`config.mk`:
```
export PLATFORM = sky130hd
export DESIGN_NAME = otf_fault_response
export DESIGN_NICKNAME = d
export VERILOG_FILES = /design/src/rtl/otf_pkg.sv /design/src/rtl/otf_fault_response.sv
export SDC_FILE = /design/constraint.sdc
export NUM_CORES = 1
export LEC_CHECK = 0
export ABC_CLOCK_PERIOD_IN_PS = 2360
export BUFFER_PORTS_ARGS = -buffer_cell sky130_fd_sc_hd__buf_4
export CAP_MARGIN = 20
export CELL_PAD_IN_SITES_DETAIL_PLACEMENT = 0
export CELL_PAD_IN_SITES_GLOBAL_PLACEMENT = 1
export CORE_ASPECT_RATIO = 1.25
export CORE_MARGIN = 1.5
export CORE_UTILIZATION = 43
export CTS_BUF_LIST = sky130_fd_sc_hd__clkbuf_2 sky130_fd_sc_hd__clkbuf_4 sky130_fd_sc_hd__clkbuf_8
export DETAILED_ROUTE_END_ITERATION = 8
export HOLD_SLACK_MARGIN = 0.08
export PLACE_DENSITY_LB_ADDON = 0.2
export RECOVER_POWER = 100
export REMOVE_ABC_BUFFERS = 1
export SETUP_SLACK_MARGIN = 0.02
export SYNTH_ARGS = -nofsm -noshare
export SYNTH_HDL_FRONTEND = slang
export SYNTH_SLANG_ARGS = --single-unit
export TNS_END_PERCENT = 100
```
`constraint.sdc`:
```
create_clock -name mclk -period 2.36 [get_ports mclk]
set_clock_uncertainty 0.2 [all_clocks]
set_input_delay 0.118 -clock mclk [delete_from_list [all_inputs] [get_ports mclk]]
set_output_delay 0.118 -clock mclk [all_outputs]
set_load 0.01 [all_outputs]
```
`src/rtl/otf_pkg.sv`:
```
// constants and types for the overtemperature fault response block
// Overview of operation
// bits 7:6 pick fault action; 00 ignores
// code 01 rides hold delay, then retries
// code 10 shuts down at once, retries
// code 11 holds output off until clear
// bits 5:3 give 0..6 retries, 7 unlimited
// retries spent with fault: latch output off
// latched fault cleared only by reset
// restart interval spaces successive restart attempts
// delay code also picks the hold delay
// delay code indexes table of ms durations
// fault input in, enable out; retries reload
package otf_pkg;
	// register offset and field positions
	localparam logic [7:0] OTF_ADDR = 8'h50;
	localparam int OTF_ACT_HI = 7;
	localparam int OTF_ACT_LO = 6;
	localparam int OTF_RTY_HI = 5;
	localparam int OTF_RTY_LO = 3;
	localparam int OTF_DLY_HI = 2;
	localparam int OTF_DLY_LO = 0;
	localparam logic [7:0] OTF_RESET_VAL = 8'h00;
	// action codes
	localparam logic [1:0] ACT_IGNORE = 2'h0;
	localparam logic [1:0] ACT_RIDE = 2'h1;
	localparam logic [1:0] ACT_SHUT = 2'h2;
	localparam logic [1:0] ACT_HOLD = 2'h3;
	localparam logic [2:0] RTY_INFINITE = 3'h7;
	// millisecond timebase from the 40 MHz clock
	localparam int CLK_HZ = 40000000;
	localparam int MS_PER_S = 1000;
	localparam int CYC_PER_MS = CLK_HZ / MS_PER_S;
	localparam logic [11:0] MS_ZERO = 12'h000;
	// register bus request group
	typedef struct packed {
		logic wr;
		logic rd;
		logic [7:0] addr;
		logic [7:0] wdata;
	} otf_req_t;
	// controller states
	typedef enum logic [4:0] {
		ST_RUN = 5'h01,
		ST_HOLDDLY = 5'h02,
		ST_WAIT = 5'h04,
		ST_OFFCLR = 5'h08,
		ST_LATCHED = 5'h10
	} otf_state_t;
	// hold delay in ms for each delay code
	function automatic logic [11:0] otf_hold_ms(input logic [2:0] c);
		logic [11:0] t;
		t = 12'h000;
		case (c)
			3'h0: t = 12'h00a;
			3'h1: t = 12'h014;
			3'h2: t = 12'h028;
			3'h3: t = 12'h050;
			3'h4: t = 12'h0a0;
			3'h5: t = 12'h140;
			3'h6: t = 12'h280;
			default: t = 12'h500;
		endcase
		return t;
	endfunction
	// restart interval in ms for each delay code
	function automatic logic [11:0] otf_restart_ms(input logic [2:0] c);
		logic [11:0] t;
		t = 12'h000;
		case (c)
			3'h0: t = 12'h0fc;
			3'h1: t = 12'h22e;
			3'h2: t = 12'h39c;
			3'h3: t = 12'h4ec;
			3'h4: t = 12'h63c;
			3'h5: t = 12'h78c;
			3'h6: t = 12'h8dc;
			default: t = 12'ha2c;
		endcase
		return t;
	endfunction
endpackage
```
`src/rtl/otf_fault_response.sv`:
```
// overtemperature fault action controller with its configuration register
`timescale 1ns/1ps
module otf_fault_response
	import otf_pkg::*;
#(
	parameter int TICK_CYC = CYC_PER_MS
)
(
	// clock and reset
	input wire logic mclk,
	input wire logic reset,
	// register access, same clock domain
	input wire otf_req_t req,
	output logic [7:0] rdata,
	output logic rvalid,
	// fault pin and power stage control
	input wire logic ot_fault,
	output logic out_enable,
	output logic fault_latched
);
	////////////////////////////////////////////////////////////////////
	// fault pin synchroniser
	logic sync1;
	logic fault_s;
	// two flops, only the second is read
	always_ff @(posedge mclk or posedge reset)
	begin
		if (reset)
		begin
			sync1 <= 1'b0;
			fault_s <= 1'b0;
		end
		else
		begin
			sync1 <= ot_fault;
			fault_s <= sync1;
		end
	end
	////////////////////////////////////////////////////////////////////
	// configuration register
	logic [7:0] cfg;
	logic [7:0] next_cfg;
	logic [7:0] next_rdata;
	logic next_rvalid;
	logic hit;
	assign hit = (req.addr == OTF_ADDR);
	// write stores, read returns register, unmapped reads zero
	always_comb
	begin
		next_cfg = cfg;
		next_rdata = rdata;
		next_rvalid = req.rd;
		if (req.wr && hit)
			next_cfg = req.wdata;
		if (req.rd)
			next_rdata = hit ? cfg : 8'h00;
	end
	// register the bus state
	always_ff @(posedge mclk or posedge reset)
	begin
		if (reset)
		begin
			cfg <= OTF_RESET_VAL;
			rdata <= 8'h00;
			rvalid <= 1'b0;
		end
		else
		begin
			cfg <= next_cfg;
			rdata <= next_rdata;
			rvalid <= next_rvalid;
		end
	end
	logic [1:0] act;
	logic [2:0] rty_code;
	logic [2:0] dly_code;
	assign act = cfg[OTF_ACT_HI:OTF_ACT_LO];
	assign rty_code = cfg[OTF_RTY_HI:OTF_RTY_LO];
	assign dly_code = cfg[OTF_DLY_HI:OTF_DLY_LO];
	////////////////////////////////////////////////////////////////////
	// millisecond timebase and action controller
	otf_state_t state;
	otf_state_t next_state;
	logic [15:0] pre;
	logic [15:0] next_pre;
	logic [11:0] ms;
	logic [11:0] next_ms;
	logic [2:0] left;
	logic [2:0] next_left;
	logic tick;
	logic timer_done;
	assign tick = (pre == 16'(TICK_CYC - 1));
	assign timer_done = tick && (ms == MS_ZERO);
	// next state, timer and retry counter
	always_comb
	begin
		next_state = state;
		next_pre = tick ? 16'h0000 : pre + 16'h0001;
		next_ms = (tick && ms != MS_ZERO) ? ms - 12'h001 : ms;
		next_left = left;
		case (state)
			ST_RUN:
			begin
				next_pre = 16'h0000;
				// new episode reloads retries
				next_left = rty_code;
				if (fault_s)
				begin
					case (act)
						ACT_RIDE:
						begin
							next_state = ST_HOLDDLY;
							next_ms = otf_hold_ms(dly_code) - 12'h001;
						end
						ACT_SHUT:
						begin
							next_state = ST_WAIT;
							next_ms = otf_restart_ms(dly_code) - 12'h001;
						end
						ACT_HOLD:
							next_state = ST_OFFCLR;
						default:
							next_state = ST_RUN;
					endcase
				end
			end
			ST_HOLDDLY:
			begin
				// fault gone during ride-through: keep running
				if (!fault_s)
					next_state = ST_RUN;
				else if (timer_done)
				begin
					next_state = ST_WAIT;
					next_ms = otf_restart_ms(dly_code) - 12'h001;
				end
			end
			ST_WAIT:
			begin
				// output off, wait restart interval, then try again
				if (timer_done)
				begin
					if (!fault_s)
						next_state = ST_RUN;
					else if (left == 3'h0)
						next_state = ST_LATCHED;
					else
					begin
						if (left != RTY_INFINITE)
							next_left = left - 3'h1;
						next_ms = otf_restart_ms(dly_code) - 12'h001;
					end
				end
			end
			ST_OFFCLR:
			begin
				if (!fault_s)
					next_state = ST_RUN;
			end
			ST_LATCHED:
				next_state = ST_LATCHED;
			default:
				next_state = ST_RUN;
		endcase
	end
	// register controller state
	always_ff @(posedge mclk or posedge reset)
	begin
		if (reset)
		begin
			state <= ST_RUN;
			pre <= 16'h0000;
			ms <= MS_ZERO;
			left <= 3'h0;
		end
		else
		begin
			state <= next_state;
			pre <= next_pre;
			ms <= next_ms;
			left <= next_left;
		end
	end
	// output enable and latch flag from flops
	always_ff @(posedge mclk or posedge reset)
	begin
		if (reset)
		begin
			out_enable <= 1'b1;
			fault_latched <= 1'b0;
		end
		else
		begin
			out_enable <= (next_state == ST_RUN)
				|| (next_state == ST_HOLDDLY);
			fault_latched <= (next_state == ST_LATCHED);
		end
	end
	////////////////////////////////////////////////////////////////////
	// checks
	AST_IGNORE: assert property (@(posedge mclk) disable iff (reset)
		(state == ST_RUN && act == ACT_IGNORE) |=> state == ST_RUN)
		else $error("ignore action left run state");
	AST_RIDE: assert property (@(posedge mclk) disable iff (reset)
		(state == ST_RUN && fault_s && act == ACT_RIDE)
		|=> state == ST_HOLDDLY ##1 out_enable)
		else $error("ride-through did not keep output on");
	AST_SHUT: assert property (@(posedge mclk) disable iff (reset)
		(state == ST_RUN && fault_s && act == ACT_SHUT)
		|=> !out_enable && state == ST_WAIT)
		else $error("shutdown did not disable output");
	AST_HOLD: assert property (@(posedge mclk) disable iff (reset)
		(state == ST_OFFCLR && !fault_s) |=> out_enable)
		else $error("output not reenabled after fault cleared");
	AST_RETRY: assert property (@(posedge mclk) disable iff (reset)
		(state == ST_WAIT && timer_done && fault_s && left == RTY_INFINITE)
		|=> state == ST_WAIT && left == RTY_INFINITE)
		else $error("unlimited retries ran out");
	AST_LATCH: assert property (@(posedge mclk) disable iff (reset)
		(state == ST_WAIT && timer_done && fault_s && left == 3'h0)
		|=> fault_latched && !out_enable)
		else $error("fault not latched after last retry");
	AST_STICK: assert property (@(posedge mclk) disable iff (reset)
		state == ST_LATCHED |=> state == ST_LATCHED [*3])
		else $error("latched fault cleared without reset");
	AST_SPACE: assert property (@(posedge mclk) disable iff (reset)
		(state == ST_WAIT && !timer_done) |=> state == ST_WAIT)
		else $error("restart attempt before interval ended");
	AST_RELOAD: assert property (@(posedge mclk) disable iff (reset)
		state == ST_RUN |=> left == $past(rty_code))
		else $error("retry count not reloaded");
endmodule

```
Word level (Yosys, flattened, before mapping):

Cells that the tools add are included.

* output and inout bits: 11
* input port bits: 21
* register bits: 57
* logic and storage cells: 93

* reductions and logical operators: 10
* eq/ne operators: 24
* muxes and demuxes: 41
* add/subtract/negate cells: 7

Operators with widths (number)
* $mux 12: 20
* $pmux 12 s7: 1
* $pmux 11 s7: 1
* $sub 12x1->12 const B: 5
* $pmux 12 s3: 1
* $mux 5: 7
* $mux 16: 2
* $pmux 5 s5: 1
* $pmux 12 s2: 1
* $add 16x1->16 const B: 1
* $eq 16x16->1 const B: 1
* $logic_not 12->1: 1
* $mux 3: 4
* $pmux 4 s3: 1
* $reduce_bool 12->1: 1
* $eq 5x1->1 const B: 2
* $eq 5x2->1 const B: 2
* $eq 5x5->1 const B: 2
* $eq 3x3->1 const B: 3
* $eq 8x7->1 const B: 1
* $mux 8: 1
* $ne 2x2->1 const B: 4
* $eq 3x2->1 const B: 2
* $logic_not 3->1: 2
* other kinds (12): 15

Longest topological paths before layout:

* depth after elaboration: 11
* gate-level depth with buffers: 9
* depth with buffers taken out: 9

Worst setup path after synthesis:

No wires, ideal clock.

* kind: reg2reg
* from: register pre[13]
* to: register left[2]
* setup time: 0.121 ns
* arrival: 2.193 ns
* path buffers: 0
* slack: -0.154 ns
* data required time: 2.039 ns
* period minus slack after synthesis: 2.514 ns
* stages on the path, launching flop included: 7
* cells stage by stage: dfrtp_1 -> or4b_4 -> nor4_4 -> nand3_1 -> o21ai_2 -> o21ai_0 -> a22o_1

* word-level cells in the longest chain between the ends: 4

RTL lines
* start, declared: RTL line otf_fault_response.sv:84 `logic [15:0] pre;`
* start signal, assigned: RTL line otf_fault_response.sv:179 `pre <= next_pre;`
* $eq 16x16->1: RTL line otf_fault_response.sv:92 `assign tick = (pre == 16'(TICK_CYC - 1));`
* $logic_and 1x1->1: RTL line otf_fault_response.sv:93 `assign timer_done = tick && (ms == MS_ZERO);`
* $ne 2x2->1 (no line)
* $reduce_and 5->1 (no line)
* end signal, assigned: RTL line otf_fault_response.sv:181 `left <= next_left;`
* end, declared: RTL line otf_fault_response.sv:88 `logic [2:0] left;`

Every way passes these cells.
A chain may end at the register's enable or synchronous reset.

Worst setup path after layout:

* from: register pre[9]
* to: register ms[6]

* word-level cells in the longest chain between the ends: 7
* elaborated cells on any way between the ends: 12
* those cells by class: 1 x eq/ne; 9 x mux; 2 x reduce/logical

RTL lines
* $eq 16x16->1 *: RTL line otf_fault_response.sv:92
* $logic_and 1x1->1: RTL line otf_fault_response.sv:99 `next_ms = (tick && ms != MS_ZERO) ? ms - 12'h001 : ms;`
* $mux 12: RTL line otf_fault_response.sv:99
* $mux 12: RTL line otf_fault_response.sv:145 `else if (left == 3'h0)`
* $mux 12: RTL line otf_fault_response.sv:143 `if (!fault_s)`
* $mux 12: RTL line otf_fault_response.sv:141 `if (timer_done)`
* $pmux 12 s3 *: RTL line otf_fault_response.sv:101 `case (state)`
* via next_ms[6]: RTL line otf_fault_response.sv:87 `logic [11:0] next_ms;`
* end signal, assigned: RTL line otf_fault_response.sv:180 `ms <= next_ms;`
* end, declared: RTL line otf_fault_response.sv:86 `logic [11:0] ms;`

The timed path passes the listed nets; every way through them passes the cells marked *.

==> results.ini <==
[global_routing]
grt.total_usage = 0.213
gr-total-overflow = 0
grt-busiest-layer = met2
grtUsageMet1 = 0.247
pin_count_of_the_biggest_net_entering_global_routing = 36
initial_antenna_violation_count = 0
grt_util_met3 = 0.0471
via_count_of_the_first_global_routing_pass = 2863
use_met2 = 0.364
global_route_wire_length_before_repair_um = 13200

[clock_tree]
ctsRootBufferMaster = clkbuf_8
clock_network_latency_to_the_later_pin_of_the_worst_skew_pair_ns = 0.35
clock-sinks = 57
ctsHtreeMaxLevel = 3
cts-root-to-sink-buffers = 2
clkTransAtPathRegs_ns = 0.07
tritoncts = yes
cts_inserted_buffers = 9

[power_and_ir_drop]
vdd.ir_drop.worst_uv = 383
total_power_uw = 2460
p_leak_uw = 0.00182
power_density_mw_per_mm2 = 579

[placed_design]
gp_congestion = 0.843
post-dp-hpwl_um = 5800
placement.setup.worst_slack_ns = -0.0759
dpl.cell_count = 501
io_port_bufs = 31

[synthesis]
synthDominantAreaCellType = dfrtp_1
synth_edf_count = 0
synthArstFlopShare = 1.00
yosys_warnings = 0
postSynthAreaPerCell_um2 = 9.20
synthCells = 358
synthFlopType = dfrtp_1
ys_seq_area_frac = 0.434
synth.cell_area_mm2 = 0.00329
ys_top_cells_by_area = dfrtp_1 (42%), ha_1 (4.6%), xor2_1 (4.3%)
synth_top_cell_area_share = 0.418
synth.ff_latch_count = 57
ys_types = 51

[route]
post_drt_via_cell_ratio = 5.58
drt_pre_antenna_iters = 4
vias = 2955
postRouteWirelength_um = 8060
routed_wire_length_per_instance_um = 15.2
drc_violation_count_after_routing = 0
first_iter_violations = 122
drt.antenna.violating_nets = 0

[die]
top_level_ports = 32
die_w_um = 81.3
die_height_um = 101
fp.dieArea_mm2 = 0.00820
fp-row-count = 35
floorplan.initialDensity = 0.445
core_mm2 = 0.00740

[sta]
finalSetupViolations = 0
min_period_ns = 2.34
max_slew.worst_pin.slew_ns = 0.864
max_slew_margin = 0.423
setup_ws_ns = 0.0248
timing.final.hold_violations = 0
hold_slack_ns = 0.0989
post-route-period-util = 0.989
fmaxAchievable_ghz = 0.428
setup_repair_after_global_routing_missed_its_margin = true
drv_slew = 0
fin_tns_setup_ns = 0

[setup_path]
worst_setup_path_start_kind = register
cp_data_arrival_time_ns = 2.35
crit_path_end_kind = register
crit_path_class = register to register
timing.critical_path.cells = or4b_4 -> nor4_4 -> buf_6 -> nand2_4 -> buf_6 -> a211oi_4 -> buf_6 -> o221ai_1
cp_slowest_cell = or4b_4
cp_max_fo = 7
critPathRequiredTime_ns = 2.37
cpMostUsedCell = buf_6
cp_slowest_stage_delay_ns = 0.58

[cells_and_area]
num-nets-final = 466
seq_area_mm2 = 0.00143
multiInputGateArea_mm2 = 0.00184
syn_to_final_growth_pct = 28.8
layoutNonFillerInstCount = 530
drive_gt1_frac = 0.237
n_fill_cell = 676
antennaDiodeCount = 0

[min_path]
worstHoldPathType = input port to register

[outcome]
status = finished clean

[job]
cap_violations = 0

## cell type report
type	count	area share
Multi-Input combinational cell	267	0.433
Sequential cell	57	0.337
Timing Repair Buffer	78	0.139
Clock buffer	10	0.0324
Tap cell	92	0.0271
Inverter	20	0.0177
Clock inverter	6	0.0136
## metal layers
layer,share of wire,wire length (um),vias to the layer above
met4,0.026,209,0
li1,-,-,1423
met3,0.037,301,17
met1,0.41,3320,1453
met5,0,0,-
met2,0.52,4230,62
## cells in the mapped netlist, drive strengths merged, types with 4 or more instances
library cell,number
a21oi,19
and3,7
clkbuf,14
dfrtp,55
ha,12
inv,20
mux2,9
nand2,37
nand2b,5
nand3,11
nand4,10
nor2,27
nor2b,4
nor3,8
nor3b,4
nor4,5
o21ai,23
o22ai,15
or3,10
xnor2,11
xor2,16
## worst paths after layout
path	start	slack, ns	cells after the start	to
worst max-delay path	pre[9]	0.02	8	ms[6]
worst min-delay path	req[10]	0.1	4	rdata[1]
worst max register to register	pre[9]	0.02	8	ms[6]
worst min register to register	sync1	0.15	0	fault_s
max in group asynchronous	reset	0.35	4	ms[2]
min in group asynchronous	reset	0.31	3	left[0]
## cells by family after synthesis
group,count (synthesis),synth area share
AOI/OAI and AO/OA,76,0.143
DFF,57,0.434
xor gates and xnor gates,27,0.0718
and+or+nand+nor,140,0.227
muxes,12,0.0399
adders and majority gates,12,0.0456
buffers and inverters,34,0.0388
## power breakdown
group | internal [uW] | switching [uW] | leakage [uW] | total, uW
Sequential | 1030 | 47.7 | 0.000772 | 1070
Combinational | 213 | 262 | 0.000949 | 475
Clock | 508 | 400 | 0.000102 | 908
Total | 1750 | 711 | 0.00182 | 2460
## metrics by stage
step,util,area [um^2]
floorplan,-,3240
global placement,0.523,3870
detailed placement,0.523,3870
CTS,0.566,4190
global route,0.573,4240
finish,0.573,4240
## cells in the final DEF, fill, tap and decap left out, types with 8 or more instances in the layout
| cell | count |
|---|---|
| dlygate4sd3_1 | 11 |
| inv_1 | 20 |
| mux2_2 | 9 |
| nand2_1 | 36 |
| ha_1 | 12 |
| o22ai_1 | 14 |
| or3_1 | 8 |
| clkbuf_1 | 13 |
| o21ai_0 | 18 |
| nor2_1 | 27 |
| clkbuf_8 | 10 |
| xor2_1 | 16 |
| nand4_1 | 10 |
| buf_4 | 45 |
| dfrtp_1 | 55 |
| xnor2_1 | 11 |
| nand3_1 | 11 |
| a21oi_1 | 18 |
## registers in the layout (all words and copies together) (netlist names), 3 cells and up
register  cells
rdata         8
cfg           8
ms           12
pre          16
left          3
state         5
## timing repair
action	in CTS	in global routing
gates resized for setup	3	28
buffers inserted	0	1
endpoints found under the setup margin	17	16
pin swaps	2	8
gates cloned	0	1
hold buffers	11	0
endpoints found under the hold margin	73	0
## worst max-delay path: cells and delay by family (launching register included)
kind,cells,cell delay (ns)
compound gates,2,0.37
buf+inv,3,0.46
flops,1,0.38
simple gates,3,0.80
Power figures use the tool's default switching activity.
